==> config.mk <==
export PLATFORM = sky130hd
export DESIGN_NAME = cpsrg_regs
export DESIGN_NICKNAME = d
export VERILOG_FILES = /design/src/cpsrg_pkg.sv /design/src/cpsrg_regs.sv
export SDC_FILE = /design/constraint.sdc
export NUM_CORES = 1
export LEC_CHECK = 0
export ABC_AREA = 1
export BUFFER_PORTS_ARGS = -buffer_cell sky130_fd_sc_hd__buf_2
export CAP_MARGIN = 20
export CORE_ASPECT_RATIO = 1.4
export CORE_UTILIZATION = 30
export CTS_CLUSTER_SIZE = 30
export DETAILED_ROUTE_END_ITERATION = 8
export PLACE_DENSITY_LB_ADDON = 0.1
export SLEW_MARGIN = 20
export SYNTH_ARGS = -nofsm -noshare
export SYNTH_HDL_FRONTEND = slang
export SYNTH_SLANG_ARGS = --single-unit
export TNS_END_PERCENT = 5
==> constraint.sdc <==
create_clock -name i_clk -period 3.1 [get_ports i_clk]
set_input_delay 0.155 -clock i_clk [delete_from_list [all_inputs] [get_ports i_clk]]
set_output_delay 0.155 -clock i_clk [all_outputs]
set_load 0.02 [all_outputs]
==> src/cpsrg_pkg.sv <==
// How it works
// - Reset loads the flags word with 0000_0010h.
// - Bits 4:0 give field 0 width, code 0 means 32; bit 5 sign-extends.
// - Bits 10:6 give field 1 width, code 0 means 32; bit 11 sign-extends.
// - Bit 21 gates all maskable interrupts: 0 blocks, 1 allows.
// - Bit 22 set raises an interrupt after every executed instruction.
// - Interrupt entry sets bit 25 if mid-instruction, clears it at a boundary.
// - A local-memory bus fault sets bit 26.
// - Execution updates overflow 28, zero 29, carry 30, negative 31.
// - Bits 12-20, 23-24, 27 clear at reset; software writes zeros there.
// - One op loads the flags word from a register, another copies it out.
// - Carry set/clear and gate on/off ops touch only their own bit.
// - One op writes one field's six bits; another swaps them with a register.
// - Ops push the flags word onto the stack and pop it back.
// - Counter addresses 16-bit words; its low four bits always read zero.
// - Each fetched instruction word advances the counter by one word.
// - Absolute branches load the address with its low four bits cleared.
// - Relative branches add a signed 8/16-bit word displacement shifted by four.
// - Indirect branches load a register value with its low four bits cleared.
// - Ops copy the counter to a register and swap it with a register.
// - One stack pointer, reachable as register 15 from either file.
// - Stack pointer is the bit address of the top value; stack grows down.
// - Calls and interrupts align the stack pointer to 32 bits before pushing.
// - Push lowers the pointer by 32 then stores; pop reads then raises by 32.
// - Interrupt entry pushes the counter first, then the flags word.
// - Interrupt return pops the flags word first, then the counter.
//
// Constants and types of the processor state register block.
// Assumes one processor clock and an instruction decoder issuing one op.
package cpsrg_pkg;
  localparam logic [31:0] FLAGS_RESET = 32'h0000_0010;
  localparam logic [31:0] USED_MASK   = 32'hf660_0fff;
  localparam int          FIELD_SPAN  = 6;
  localparam int          FE_OFS      = 5;
  localparam int          IE_BIT      = 21;
  localparam int          SS_BIT      = 22;
  localparam int          IX_BIT      = 25;
  localparam int          BF_BIT      = 26;
  localparam int          C_BIT       = 30;
  localparam int          ARITH_LSB   = 28;
  localparam int          PC_LOW      = 4;
  localparam int          SP_LOW      = 5;
  localparam logic [31:0] STACK_STEP  = 32'h0000_0020;
  localparam logic [5:0]  FULL_WIDTH  = 6'h20;

  typedef enum logic [4:0] {
    OP_NONE, OP_LOAD_FLAGS, OP_COPY_FLAGS, OP_CARRY_SET, OP_CARRY_CLEAR,
    OP_FIELD_WRITE, OP_FIELD_SWAP, OP_INTS_ON, OP_INTS_OFF, OP_FLAGS_PUSH,
    OP_FLAGS_POP, OP_COUNTER_READ, OP_COUNTER_SWAP, OP_ABS_BRANCH,
    OP_REL8_BRANCH, OP_REL16_BRANCH, OP_IND_BRANCH, OP_ABS_CALL,
    OP_REL_CALL, OP_IND_CALL, OP_INT_ENTRY, OP_INT_RETURN, OP_SUB_RETURN,
    OP_SP_WRITE, OP_SP_READ
  } cpsrg_op_type;

  typedef enum {
    ST_IDLE, ST_PUSH_PC, ST_PUSH_FLAGS, ST_POP_FLAGS, ST_POP_PC
  } cpsrg_state_type;
endpackage : cpsrg_pkg

==> src/cpsrg_regs.sv <==
// Flags word, program counter and system stack pointer of the core.
// Assumes the decoder holds off new ops while o_busy is high and that
// local memory answers each stack request with a one-cycle i_mem_ack.
`timescale 1ns/100ps
module cpsrg_regs (
  // Clock and reset.
  input  wire logic                  i_clk,
  input  wire logic                  i_nrst,
  // Decoder side.
  input  wire cpsrg_pkg::cpsrg_op_type i_op,
  input  wire logic [31:0]           i_operand,
  input  wire logic                  i_field_sel,
  input  wire logic                  i_mid_instr,
  input  wire logic                  i_fetch,
  input  wire logic                  i_instr_done,
  // ALU result flags {n, c, z, v}.
  input  wire logic                  i_alu_we,
  input  wire logic [3:0]            i_alu_flags,
  // Local memory side.
  input  wire logic                  i_bus_fault,
  input  wire logic                  i_mem_ack,
  input  wire logic [31:0]           i_mem_rdata,
  output logic                       o_mem_req,
  output logic                       o_mem_we,
  output logic [31:0]                o_mem_addr,
  output logic [31:0]                o_mem_wdata,
  // State outputs.
  output logic                       o_busy,
  output logic [31:0]                o_flags,
  output logic [31:0]                o_pc,
  output logic [31:0]                o_sp,
  output logic                       o_int_gate,
  output logic                       o_step_irq,
  output logic [5:0]                 o_field0_len,
  output logic [5:0]                 o_field1_len,
  // Register file write-back.
  output logic                       o_gpr_we,
  output logic [31:0]                o_gpr_wdata
);
  import cpsrg_pkg::*;

  // ==========================================================
  // State registers
  logic [31:0]     flags_q, flags_d;
  logic [31:4]     pc_q, pc_d;
  logic [31:0]     sp_q, sp_d;
  logic [31:4]     tgt_q, tgt_d;
  logic            tgt_load_q, tgt_load_d;
  logic            two_q, two_d;
  cpsrg_state_type state_q, state_d;
  logic            req_q, req_d;
  logic            we_q, we_d;
  logic [31:0]     wdata_q, wdata_d;
  logic            gwe_q, gwe_d;
  logic [31:0]     gdata_q, gdata_d;
  logic            step_q;
  logic            busy_q;
  logic [5:0]      len_q [2];

  // ==========================================================
  // Decoded helper values
  wire         idle     = (state_q == ST_IDLE);
  wire         take     = idle && (i_op != OP_NONE);
  wire [31:0]  sp_align = {sp_q[31:SP_LOW], 5'h00};
  wire [31:0]  sp_push  = sp_align - STACK_STEP;
  wire [31:0]  sp_down  = sp_q - STACK_STEP;
  wire [31:0]  sp_up    = sp_q + STACK_STEP;
  wire [31:0]  pc_full  = {pc_q, 4'h0};
  wire [27:0]  disp8    = {{20{i_operand[7]}}, i_operand[7:0]};
  wire [27:0]  disp16   = {{12{i_operand[15]}}, i_operand[15:0]};
  wire [27:0]  rel8_pc  = pc_q + disp8;
  wire [27:0]  rel16_pc = pc_q + disp16;
  wire [4:0]   fsh      = i_field_sel ? 5'd6 : 5'd0;
  wire [5:0]   fold     = flags_q[fsh +: FIELD_SPAN];

  // Next-state logic for the three registers and the stack sequencer.
  always_comb begin
    flags_d    = flags_q;
    pc_d       = pc_q;
    sp_d       = sp_q;
    tgt_d      = tgt_q;
    tgt_load_d = tgt_load_q;
    two_d      = two_q;
    state_d    = state_q;
    req_d      = req_q;
    we_d       = we_q;
    wdata_d    = wdata_q;
    gwe_d      = 1'b0;
    gdata_d    = gdata_q;
    if (i_fetch) begin
      pc_d = pc_q + 28'h000_0001;
    end
    if (i_alu_we) begin
      flags_d[31:ARITH_LSB] = i_alu_flags;
    end
    unique case (state_q)
      ST_IDLE: begin
        if (take) begin
          unique case (i_op)
            OP_LOAD_FLAGS: flags_d = i_operand & USED_MASK;
            OP_COPY_FLAGS: begin
              gwe_d   = 1'b1;
              gdata_d = flags_q;
            end
            OP_CARRY_SET:   flags_d[C_BIT] = 1'b1;
            OP_CARRY_CLEAR: flags_d[C_BIT] = 1'b0;
            OP_INTS_ON:     flags_d[IE_BIT] = 1'b1;
            OP_INTS_OFF:    flags_d[IE_BIT] = 1'b0;
            OP_FIELD_WRITE: flags_d[fsh +: FIELD_SPAN] = i_operand[5:0];
            OP_FIELD_SWAP: begin
              flags_d[fsh +: FIELD_SPAN] = i_operand[5:0];
              gwe_d   = 1'b1;
              gdata_d = {i_operand[31:6], fold};
            end
            OP_COUNTER_READ: begin
              gwe_d   = 1'b1;
              gdata_d = pc_full;
            end
            OP_COUNTER_SWAP: begin
              gwe_d   = 1'b1;
              gdata_d = pc_full;
              pc_d    = i_operand[31:PC_LOW];
            end
            OP_ABS_BRANCH:   pc_d = i_operand[31:PC_LOW];
            OP_IND_BRANCH:   pc_d = i_operand[31:PC_LOW];
            OP_REL8_BRANCH:  pc_d = rel8_pc;
            OP_REL16_BRANCH: pc_d = rel16_pc;
            OP_SP_WRITE:     sp_d = i_operand;
            OP_SP_READ: begin
              gwe_d   = 1'b1;
              gdata_d = sp_q;
            end
            OP_FLAGS_PUSH: begin
              sp_d       = sp_down;
              wdata_d    = flags_q;
              we_d       = 1'b1;
              req_d      = 1'b1;
              tgt_load_d = 1'b0;
              state_d    = ST_PUSH_FLAGS;
            end
            OP_ABS_CALL, OP_REL_CALL, OP_IND_CALL, OP_INT_ENTRY: begin
              sp_d       = sp_push;
              wdata_d    = pc_full;
              we_d       = 1'b1;
              req_d      = 1'b1;
              tgt_load_d = 1'b1;
              two_d      = (i_op == OP_INT_ENTRY);
              tgt_d      = (i_op == OP_REL_CALL) ? rel16_pc : i_operand[31:PC_LOW];
              state_d    = ST_PUSH_PC;
              if (i_op == OP_INT_ENTRY) begin
                flags_d[IX_BIT] = i_mid_instr;
              end
            end
            OP_FLAGS_POP, OP_INT_RETURN: begin
              we_d    = 1'b0;
              req_d   = 1'b1;
              two_d   = (i_op == OP_INT_RETURN);
              state_d = ST_POP_FLAGS;
            end
            OP_SUB_RETURN: begin
              we_d    = 1'b0;
              req_d   = 1'b1;
              state_d = ST_POP_PC;
            end
            default: ;
          endcase
        end
      end
      ST_PUSH_PC: begin
        if (i_mem_ack) begin
          if (two_q) begin
            sp_d    = sp_down;
            wdata_d = flags_q;
            state_d = ST_PUSH_FLAGS;
          end else begin
            req_d   = 1'b0;
            we_d    = 1'b0;
            pc_d    = tgt_q;
            state_d = ST_IDLE;
          end
        end
      end
      ST_PUSH_FLAGS: begin
        if (i_mem_ack) begin
          req_d   = 1'b0;
          we_d    = 1'b0;
          state_d = ST_IDLE;
          if (tgt_load_q) begin
            pc_d = tgt_q;
          end
        end
      end
      ST_POP_FLAGS: begin
        if (i_mem_ack) begin
          flags_d = i_mem_rdata & USED_MASK;
          sp_d    = sp_up;
          if (two_q) begin
            state_d = ST_POP_PC;
          end else begin
            req_d   = 1'b0;
            state_d = ST_IDLE;
          end
        end
      end
      ST_POP_PC: begin
        if (i_mem_ack) begin
          pc_d    = i_mem_rdata[31:PC_LOW];
          sp_d    = sp_up;
          req_d   = 1'b0;
          state_d = ST_IDLE;
        end
      end
    endcase
    // A fault in the same cycle as a flags load still leaves its mark.
    if (i_bus_fault) begin
      flags_d[BF_BIT] = 1'b1;
    end
  end

  // ==========================================================
  // Sequential state.
  always_ff @(posedge i_clk or negedge i_nrst) begin
    if (!i_nrst) begin
      flags_q    <= FLAGS_RESET;
      pc_q       <= '0;
      sp_q       <= '0;
      tgt_q      <= '0;
      tgt_load_q <= 1'b0;
      two_q      <= 1'b0;
      state_q    <= ST_IDLE;
      req_q      <= 1'b0;
      we_q       <= 1'b0;
      wdata_q    <= '0;
      gwe_q      <= 1'b0;
      gdata_q    <= '0;
    end else begin
      flags_q    <= flags_d;
      pc_q       <= pc_d;
      sp_q       <= sp_d;
      tgt_q      <= tgt_d;
      tgt_load_q <= tgt_load_d;
      two_q      <= two_d;
      state_q    <= state_d;
      req_q      <= req_d;
      we_q       <= we_d;
      wdata_q    <= wdata_d;
      gwe_q      <= gwe_d;
      gdata_q    <= gdata_d;
    end
  end

  // Single-step request and busy flag.
  always_ff @(posedge i_clk or negedge i_nrst) begin
    if (!i_nrst) begin
      step_q <= 1'b0;
      busy_q <= 1'b0;
    end else begin
      step_q <= i_instr_done & flags_q[SS_BIT];
      busy_q <= (state_d != ST_IDLE);
    end
  end

  // Decoded field lengths, one per data field.
  for (genvar g = 0; g < 2; g++) begin : g_field
    wire [4:0] code = flags_d[g*FIELD_SPAN +: 5];
    // Reset width is decoded from the reset flags word, so field 1 starts at 32.
    localparam logic [4:0] RST_CODE = FLAGS_RESET[g*FIELD_SPAN +: 5];
    localparam logic [5:0] RST_LEN  = (RST_CODE == 5'h00) ? FULL_WIDTH : {1'b0, RST_CODE};
    always_ff @(posedge i_clk or negedge i_nrst) begin
      if (!i_nrst) begin
        len_q[g] <= RST_LEN;
      end else begin
        len_q[g] <= (code == 5'h00) ? FULL_WIDTH : {1'b0, code};
      end
    end
  end

  // ==========================================================
  // Outputs, all taken from flip-flops.
  assign o_flags      = flags_q;
  assign o_pc         = pc_full;
  assign o_sp         = sp_q;
  assign o_int_gate   = flags_q[IE_BIT];
  assign o_step_irq   = step_q;
  assign o_field0_len = len_q[0];
  assign o_field1_len = len_q[1];
  assign o_mem_req    = req_q;
  assign o_mem_we     = we_q;
  assign o_mem_addr   = sp_q;
  assign o_mem_wdata  = wdata_q;
  assign o_busy       = busy_q;
  assign o_gpr_we     = gwe_q;
  assign o_gpr_wdata  = gdata_q;
endmodule : cpsrg_regs

==> results of run 1 <==
-- state kept, by name, indices dropped and copies added, names as in the netlist, 5 cells and up --
name          count
o_mem_wdata      32
o_mem_addr       32
state_q          32
o_flags          32
tgt_q            28
o_field0_len      5
o_field1_len      6
pc_q             28
o_gpr_wdata      32
-- worst register-to-register path: stages, from the launching register on --
cell	delay [ns]
sky130_fd_sc_hd__dfrtp_1	0.35
sky130_fd_sc_hd__buf_4	0.24
sky130_fd_sc_hd__ha_1	0.31
sky130_fd_sc_hd__nand3_1	0.23
sky130_fd_sc_hd__nor2_1	0.24
sky130_fd_sc_hd__nand2_1	0.23
sky130_fd_sc_hd__nor2_1	0.26
sky130_fd_sc_hd__nand2_1	0.14
sky130_fd_sc_hd__nor2_1	0.23
sky130_fd_sc_hd__nand3b_1	0.14
sky130_fd_sc_hd__nand2_1	0.13
sky130_fd_sc_hd__nand2_1	0.06
sky130_fd_sc_hd__nand2_1	0.06
sky130_fd_sc_hd__nand2_1	0.05
sky130_fd_sc_hd__a21oi_1	0.15
-- final cells by class --
class / count / area, sq um
Timing Repair Buffer: 434 / 2720
Sequential cell: 234 / 5860
Fill cell: 7215 / 41100
Tap cell: 840 / 1050
Multi-Input combinational cell: 2351 / 11500
Clock buffer: 34 / 722
Clock inverter: 16 / 184
Inverter: 359 / 1350
-- path summary, 6_finish.rpt --
| check | depth (start not counted) | to | from |
|---|---|---|---|
| min in group asynchronous | 2 | o_flags[20]$_DFFE_PN0P_ | i_nrst |
| min reg2reg | 0 | state_q[27]$_DFF_PN0_ | state_q[27]$_DFF_PN0_ |
| max | 14 | pc_q[24]$_DFF_PN0_ | pc_q[4]$_DFF_PN0_ |
| max in group asynchronous | 3 | pc_q[25]$_DFF_PN0_ | i_nrst |
| max reg2reg | 14 | pc_q[24]$_DFF_PN0_ | pc_q[4]$_DFF_PN0_ |
| min | 4 | pc_q[20]$_DFF_PN0_ | i_mem_rdata[20] |
-- layer usage --
layer / GRT usage, % / share of wire (%) / vias to the layer above
met5: 0 / 0.012 / -
met4: 13.9 / 4.7 / 2
met3: 3.13 / 5.6 / 218
met2: 56.6 / 51 / 901
met1: 37.5 / 39 / 10750
li1: - / - / 10657
-- kinds of logic after synthesis --
| kind of cell | Yosys count | synth area share (%) |
|---|---|---|
| xor gates and xnor gates | 71 | 3.16 |
| other | 1 | 0.0190 |
| buffers and inverters | 542 | 11.8 |
| and+or+nand+nor | 1652 | 35.6 |
| AOI/OAI and AO/OA | 572 | 16.4 |
| muxes | 2 | 0.108 |
| adders and majority gates | 50 | 3.21 |
| DFF | 234 | 29.7 |
-- cells in the final DEF, fill, tap and decap left out, types with 32 or more instances in the layout --
cell type	netlist	final
sky130_fd_sc_hd__nand2_1	981	981
sky130_fd_sc_hd__inv_1	330	329
sky130_fd_sc_hd__buf_2	44	286
sky130_fd_sc_hd__nor2_1	284	283
sky130_fd_sc_hd__dfrtp_1	232	231
sky130_fd_sc_hd__nand3_1	215	215
sky130_fd_sc_hd__o21ai_0	208	208
sky130_fd_sc_hd__a21oi_1	168	168
sky130_fd_sc_hd__buf_4	49	115
sky130_fd_sc_hd__xor2_1	63	63
sky130_fd_sc_hd__o21ai_1	60	60
sky130_fd_sc_hd__ha_1	49	49
sky130_fd_sc_hd__nand4_1	38	38
sky130_fd_sc_hd__nor2_2	32	32
-- power by group --
part           total, mW  switching (mW)  internal (mW)  leakage, nW
combinational       15.6            10.9           4.69         8.62
clock               3.43            1.51           1.92        0.434
sequential          5.74            1.51           4.23         3.01
total               24.7            13.9           10.8         12.1
-- metrics by stage --
step	area, sq um	utilization, %	total power, mW	setup slack (ns)	std cells
2_1_floorplan	19700	-	15.1	0.681	3127
4_1_cts	23400	36.3	24.8	0.109	4268
5_1_grt	23400	36.3	26.5	0.0171	4268
6_report	23400	36.3	24.7	0.184	4268
3_3_place_gp	22300	34.5	21.2	0.116	4195
3_5_place_dp	22300	34.5	21.2	0.153	4195
-- timing repair --
action | CTS | global route
endpoints found under the hold margin | 100 | 0
setup endpoints to repair | 0 | 6
setup buffers | 0 | 0
hold buffers | 23 | 0
gates resized for setup | 0 | 1
==> flow_summary.rst, run 1 <==
.. list-table::
   :header-rows: 1

   * - Metric
     - Value
   * - Result of the run
     - complete, no violations
   * - Class of the tightest hold or removal check
     - primary input to register
   * - Last weighted congestion value of the routability-driven placer
     - 1.02
   * - Total grt overflow
     - 0
   * - Final Net Count
     - 3539
   * - FFs w/ async S/R, synth
     - 100%
   * - Tightest slew margin relative to the limit
     - 47.0%
   * - Final-report hold violation count
     - 0
   * - Top cells by instance count after synthesis
     - sky130_fd_sc_hd__nand2_1, sky130_fd_sc_hd__inv_1, sky130_fd_sc_hd__nor2_1, sky130_fd_sc_hd__dfrtp_1, sky130_fd_sc_hd__nand3_1
   * - Gate family responsible for the most delay along the worst path
     - simple AND/OR/NAND/NOR gates
   * - Sequential element share of the synthesized area
     - 29.7%
   * - Clock-pin slew reported for the worst setup and hold paths after clock tree synthesis
     - 0.07 ns
   * - CP max stage delay
     - 0.35 ns
   * - I/O pins
     - 292
   * - Fin Hold WS
     - 0.0269 ns
   * - Buffers added on ports
     - 287
   * - Antenna-violating nets left
     - 0
   * - Area of the core
     - 64500 sq um
   * - Avg Cell Area, Syn
     - about 6.3 sq um
   * - Buf/Inv on CP
     - 1
   * - Drt first-iter violations
     - 1905
   * - Share of the synthesized area in the top cell type
     - 29.5%
   * - Area enclosed by the die boundary
     - 66700 sq um
   * - Clock tree from TritonCTS
     - yes
   * - Pwr/cell area
     - around 1100 nW/um^2
   * - Clock buffer count from CTS
     - 27
   * - Worst-path cell chain
     - buf_4 -> ha_1 -> nand3_1 -> nor2_1 -> nand2_1 -> nor2_1 -> nand2_1 -> nor2_1 -> nand3b_1 -> nand2_1 -> nand2_1 -> nand2_1 -> nand2_1 -> a21oi_1
   * - Reg-to-reg slack, setup
     - 0.18 ns
   * - Number of different library cells in the post-synthesis netlist
     - 59
   * - Slowest cell on the critical path
     - sky130_fd_sc_hd__dfrtp_1
   * - Final Max Tran Viols
     - 0
   * - Overall die width
     - 219 um
   * - Wirelength, routed
     - 107000 um
   * - Routed wire length per instance
     - about 25 um
   * - Insertion delay to the later sink of the worst-skew pair
     - 0.60 ns
   * - Number of global-route vias before repair
     - approximately 22000
   * - Max Cap Violations
     - 0
   * - H-tree Lvls
     - 1
   * - Die height
     - ~310 um
   * - Initial core utilization
     - around 31%
   * - GRT Resource Usage Total
     - 31.5%
   * - Maximum number of pins on one net before global-route repair
     - 81
   * - Number of cell rows
     - 110
   * - Half-perimeter wire length after placement
     - 86800 um
   * - Total of endpoints with negative setup slack in the final report
     - 0
   * - Biggest area consumer among synthesized cells
     - sky130_fd_sc_hd__dfrtp_1
   * - Arrival time worst endpoint
     - 3.42 ns
   * - Worst Path Class, Setup
     - register to register
   * - Most common cell type on the critical path
     - sky130_fd_sc_hd__nand2_1
   * - Total number of vias
     - 22528
   * - Synth Flop Type
     - sky130_fd_sc_hd__dfrtp_1
   * - Cells after synthesis
     - 3124
   * - Area added between synthesis and finish
     - 18.9%
   * - First-pass GRT wire length
     - 153000 um
   * - CP endpoint kind
     - register
   * - Number of flops mapped to enable cells by yosys
     - 0
   * - Unrepaired setup endpoints after global routing
     - no
   * - Root cell of the clock tree
     - sky130_fd_sc_hd__clkbuf_16
   * - Maximum frequency from static timing analysis
     - ~0.34 GHz
   * - Number of detailed-route iterations in the first pass
     - 6
   * - Leading post-synthesis cells by cell area
     - sky130_fd_sc_hd__dfrtp_1, sky130_fd_sc_hd__nand2_1, sky130_fd_sc_hd__inv_1, sky130_fd_sc_hd__nand3_1, sky130_fd_sc_hd__nor2_1
   * - Sum of negative setup slack
     - 0 ns
   * - Post-Syn Area
     - 19700 sq um
   * - Req. time, crit path
     - around 3.6 ns
   * - Layout cells sized above 1
     - about 17%
   * - Worst voltage drop across the vdd grid
     - 0.534 mV
   * - Count of clock tree sinks
     - between 200 and 250
   * - Worst setup SP type
     - register
   * - Antenna violations before repair
     - 1
   * - Tmin final
     - slightly below 3 ns
   * - Synth warnings
     - 0
   * - Maximum clock skew at final layout
     - 0.0275 ns
   * - Transition time of the tightest slew-check pin
     - 0.794 ns
   * - Number of storage elements in the synthesis netlist
     - 234
   * - Maximum clock path buffer count
     - 3
   * - Residual DRC
     - 0
   * - Critical Path Fanout Max
     - 6
   * - Standby leakage power
     - between 10 and 15 nW
   * - Number of antenna cells inserted
     - 0
   * - Period utilisation layout
     - 94.1%
   * - Most common cell in the synthesized netlist
     - sky130_fd_sc_hd__nand2_1
   * - Via density per instance
     - 5.28
Power figures use the tool's default switching activity.
==> inputs of run 2 (changes only) <==
--- a/config.mk
+++ b/config.mk
@@ -7,12 +7,12 @@
 export LEC_CHECK = 0
 export ABC_AREA = 1
 export BUFFER_PORTS_ARGS = -buffer_cell sky130_fd_sc_hd__buf_2
-export CAP_MARGIN = 20
 export CORE_ASPECT_RATIO = 1.4
 export CORE_UTILIZATION = 30
 export CTS_CLUSTER_SIZE = 30
 export DETAILED_ROUTE_END_ITERATION = 8
 export PLACE_DENSITY_LB_ADDON = 0.1
+export RECOVER_POWER = 50
 export SLEW_MARGIN = 20
 export SYNTH_ARGS = -nofsm -noshare
 export SYNTH_HDL_FRONTEND = slang
==> run 2 against run 1 <==
The flow now finishes with violations (max-capacitance violations, max-slew violations). Combinational power hardly changed. Sequential share of layout area is 0.11 points higher. Global-route usage stayed put. Core utilization is 0.16 points lower. Largest cell class unchanged. Via count hardly changed.
==> flow_summary.rst, run 2 (same netlist as run 1, synthesis figures left out) <==
.. list-table::
   :header-rows: 1

   * - Metric
     - Value
   * - Routed wire length per instance
     - 25.0 um (about the same)
   * - Half-perimeter wire length after placement
     - 86800 um (unchanged)
   * - Initial core utilization
     - 30.5% (unchanged)
   * - Sum of negative setup slack
     - 0 ns (unchanged)
   * - Overall die width
     - 219 um (unchanged)
   * - Maximum clock skew at final layout
     - 0.0267 ns (was 0.0275 ns)
   * - Pwr/cell area
     - 1060 nW/um^2 (about the same)
   * - Final Net Count
     - 3539 (unchanged)
   * - Period utilisation layout
     - 93.7% (was 94.1%)
   * - Tmin final
     - 2.90 ns (was 2.92 ns)
   * - Post-CTS Setup Inserts
     - 0 (unchanged)
   * - Number of cell rows
     - 110 (unchanged)
   * - Maximum clock path buffer count
     - 3 (unchanged)
   * - Result of the run
     - finished with violations (was complete, no violations)
   * - Total grt overflow
     - 0 (unchanged)
   * - Wirelength, routed
     - 107000 um (about the same)
   * - Arrival time worst endpoint
     - 3.34 ns (was 3.42 ns)
   * - GRT Resource Usage Total
     - 31.5% (unchanged)
   * - Most frequent cells in the layout
     - sky130_fd_sc_hd__nand2_1, sky130_fd_sc_hd__inv_1, sky130_fd_sc_hd__nor2_1, sky130_fd_sc_hd__dfrtp_1, sky130_fd_sc_hd__nand3_1 (was sky130_fd_sc_hd__nand2_1, sky130_fd_sc_hd__inv_1, sky130_fd_sc_hd__buf_2, sky130_fd_sc_hd__nor2_1, sky130_fd_sc_hd__dfrtp_1)
   * - Final-report hold violation count
     - 0 (unchanged)
   * - Area enclosed by the die boundary
     - 66700 sq um (unchanged)
   * - Final Max Tran Viols
     - 78 (was 0)
   * - Class of the tightest hold or removal check
     - primary input to register (unchanged)
   * - Max Cap Violations
     - 1 (was 0)
   * - Number of global-route vias before repair
     - 22156 (unchanged)
   * - Via density per instance
     - 5.28 (about the same)
   * - Number of detailed-route iterations in the first pass
     - 6 (unchanged)
   * - Clock buffer count from CTS
     - 27 (unchanged)
   * - Buffers added on ports
     - 287 (unchanged)
   * - CP endpoint kind
     - register (unchanged)
   * - Filler cells
     - 7240 (was 7215)
   * - Maximum number of pins on one net before global-route repair
     - 81 (unchanged)
   * - Clock-pin slew reported for the worst setup and hold paths after clock tree synthesis
     - 0.07 ns (about the same)
   * - Transition time of the tightest slew-check pin
     - 2.58 ns (was 0.794 ns)
   * - Count of clock tree sinks
     - 234 (unchanged)
   * - Cell count after placement
     - 4195 (unchanged)
   * - Drt first-iter violations
     - 2002 (was 1905)
   * - Total number of vias
     - 22527 (was 22528)
   * - H-tree Lvls
     - 1 (unchanged)
   * - Area of the core
     - 64500 sq um (unchanged)
   * - Req. time, crit path
     - 3.54 ns (was 3.60 ns)
   * - Worst Path Class, Setup
     - register to register (unchanged)
   * - Unrepaired setup endpoints after global routing
     - no (unchanged)
   * - Die height
     - 305 um (unchanged)
   * - Critical Path Fanout Max
     - 12 (was 6)
   * - Root cell of the clock tree
     - sky130_fd_sc_hd__clkbuf_16 (unchanged)
   * - Post-placement cell area
     - 22300 sq um (unchanged)
   * - Clock tree from TritonCTS
     - yes (unchanged)
   * - Area added between synthesis and finish
     - 18.4% (was 18.9%)
   * - Worst setup SP type
     - register (unchanged)
   * - Standby leakage power
     - 11.8 nW (was 12.1 nW)
   * - Antenna-violating nets left
     - 0 (unchanged)
   * - Tightest slew margin relative to the limit
     - -71.8% (was 47.0%)
   * - First-pass GRT wire length
     - 153000 um (unchanged)
   * - Violations in the final reports
     - max-capacitance violations, max-slew violations
   * - Worst voltage drop across the vdd grid
     - 0.531 mV (was 0.534 mV)
   * - Most common cell after layout, fill and taps aside
     - sky130_fd_sc_hd__nand2_1 (unchanged)
   * - Residual DRC
     - 0 (unchanged)
   * - Worst setup slack after placement
     - 0.153 ns (unchanged)
   * - Total of endpoints with negative setup slack in the final report
     - 0 (unchanged)
   * - PnR worst setup slack
     - 0.195 ns (was 0.184 ns)
   * - Number of non-filler instances in the completed layout
     - 4269 (was 4268)
   * - Layout cells sized above 1
     - 14.8% (was 16.9%)
   * - Maximum frequency from static timing analysis
     - 0.344 GHz (was 0.343 GHz)
   * - Insertion delay to the later sink of the worst-skew pair
     - 0.59 ns (was 0.60 ns)
   * - Last weighted congestion value of the routability-driven placer
     - 1.02 (unchanged)
   * - Finished layout cell area
     - 23300 sq um (was 23400 sq um)
   * - I/O pins
     - 292 (unchanged)
   * - Antenna violations before repair
     - 1 (unchanged)
[run 2: cell types whose count changed in the layout (fill, tap and decap cells not counted)]
| cell | before | now |
|---|---|---|
| sky130_fd_sc_hd__buf_4 | 115 | 113 |
| sky130_fd_sc_hd__buf_8 | 1 | 0 |
| sky130_fd_sc_hd__clkbuf_1 | 5 | 79 |
| sky130_fd_sc_hd__diode_2 | 0 | 1 |
| sky130_fd_sc_hd__buf_2 | 286 | 213 |
| sky130_fd_sc_hd__clkbuf_2 | 0 | 2 |
[run 2: where the power goes]
part	switching (mW)	internal, mW	leakage, nW	total [mW]
logic	10.9	4.59	8.34	15.5
clock network	1.51	1.92	0.434	3.42
registers	1.53	4.23	3.01	5.76
total	13.9	10.7	11.8	24.7
[run 2: path summary, 6_finish.rpt]
check / start / end / slack [ns] / depth (start not counted)
worst max-delay path: state_q[13]$_DFF_PN0_ / pc_q[7]$_DFF_PN0_ / 0.20 / 10
worst min-delay path: i_operand[20] / tgt_q[20]$_DFFE_PN0P_ / 0.03 / 3
worst max register to register: state_q[13]$_DFF_PN0_ / pc_q[7]$_DFF_PN0_ / 0.20 / 10
worst min register to register: state_q[27]$_DFF_PN0_ / state_q[27]$_DFF_PN0_ / 0.38 / 0
max in group asynchronous: i_nrst / pc_q[23]$_DFF_PN0_ / 0.45 / 3
min in group asynchronous: i_nrst / o_flags[20]$_DFFE_PN0P_ / 0.88 / 2
[run 2: stage by stage]
stage               utilization [%]  hold WS (ns)  total power [mW]
floorplan                         -        -0.141              15.1
global placement               34.5         0.240              21.2
detailed placement             34.5         0.234              21.2
CTS                            36.3      0.000440              24.8
global route                   36.1        0.0414              26.4
finish                         36.1        0.0329              24.7
[run 2: worst max-delay path, stage by stage, from the launching register on]
cell and delay, ns:
sky130_fd_sc_hd__dfrtp_1 0.39, sky130_fd_sc_hd__nor2_2 0.13, sky130_fd_sc_hd__nand2_1 0.08, sky130_fd_sc_hd__nor2_2 0.42
sky130_fd_sc_hd__nand2_2 0.23, sky130_fd_sc_hd__nor2_8 0.24, sky130_fd_sc_hd__buf_4 0.30, sky130_fd_sc_hd__o21ai_1 0.21
sky130_fd_sc_hd__nand3_2 0.21, sky130_fd_sc_hd__inv_2 0.10, sky130_fd_sc_hd__o21ai_0 0.42
[run 2: layout make-up]
class                   count  area (sq um)  share of cell area, %
inverters                 359          1350                   5.79
clock inverters            16           184                  0.789
repair buffers            434          2610                   11.2
multi-input cells        2351         11500                   49.5
clock buffers              34           722                   3.10
well taps                 840          1050                   4.51
flip-flops and latches    234          5860                   25.1
diodes                      1          2.50                 0.0107
[run 2: timing repair]
action	in CTS	in global routing
endpoints found under the hold margin	100	0
gates resized for setup	0	1
hold buffers	23	0
endpoints found under the setup margin	0	6
[run 2: routing by layer]
| metal | global-route usage, % | share of wire, % | up-vias |
|---|---|---|---|
| met5 | 0 | 0.012 | - |
| met4 | 13.9 | 4.6 | 2 |
| met3 | 3.13 | 5.8 | 208 |
| met2 | 56.6 | 51 | 919 |
| met1 | 37.5 | 39 | 10737 |
| li1 | - | - | 10661 |
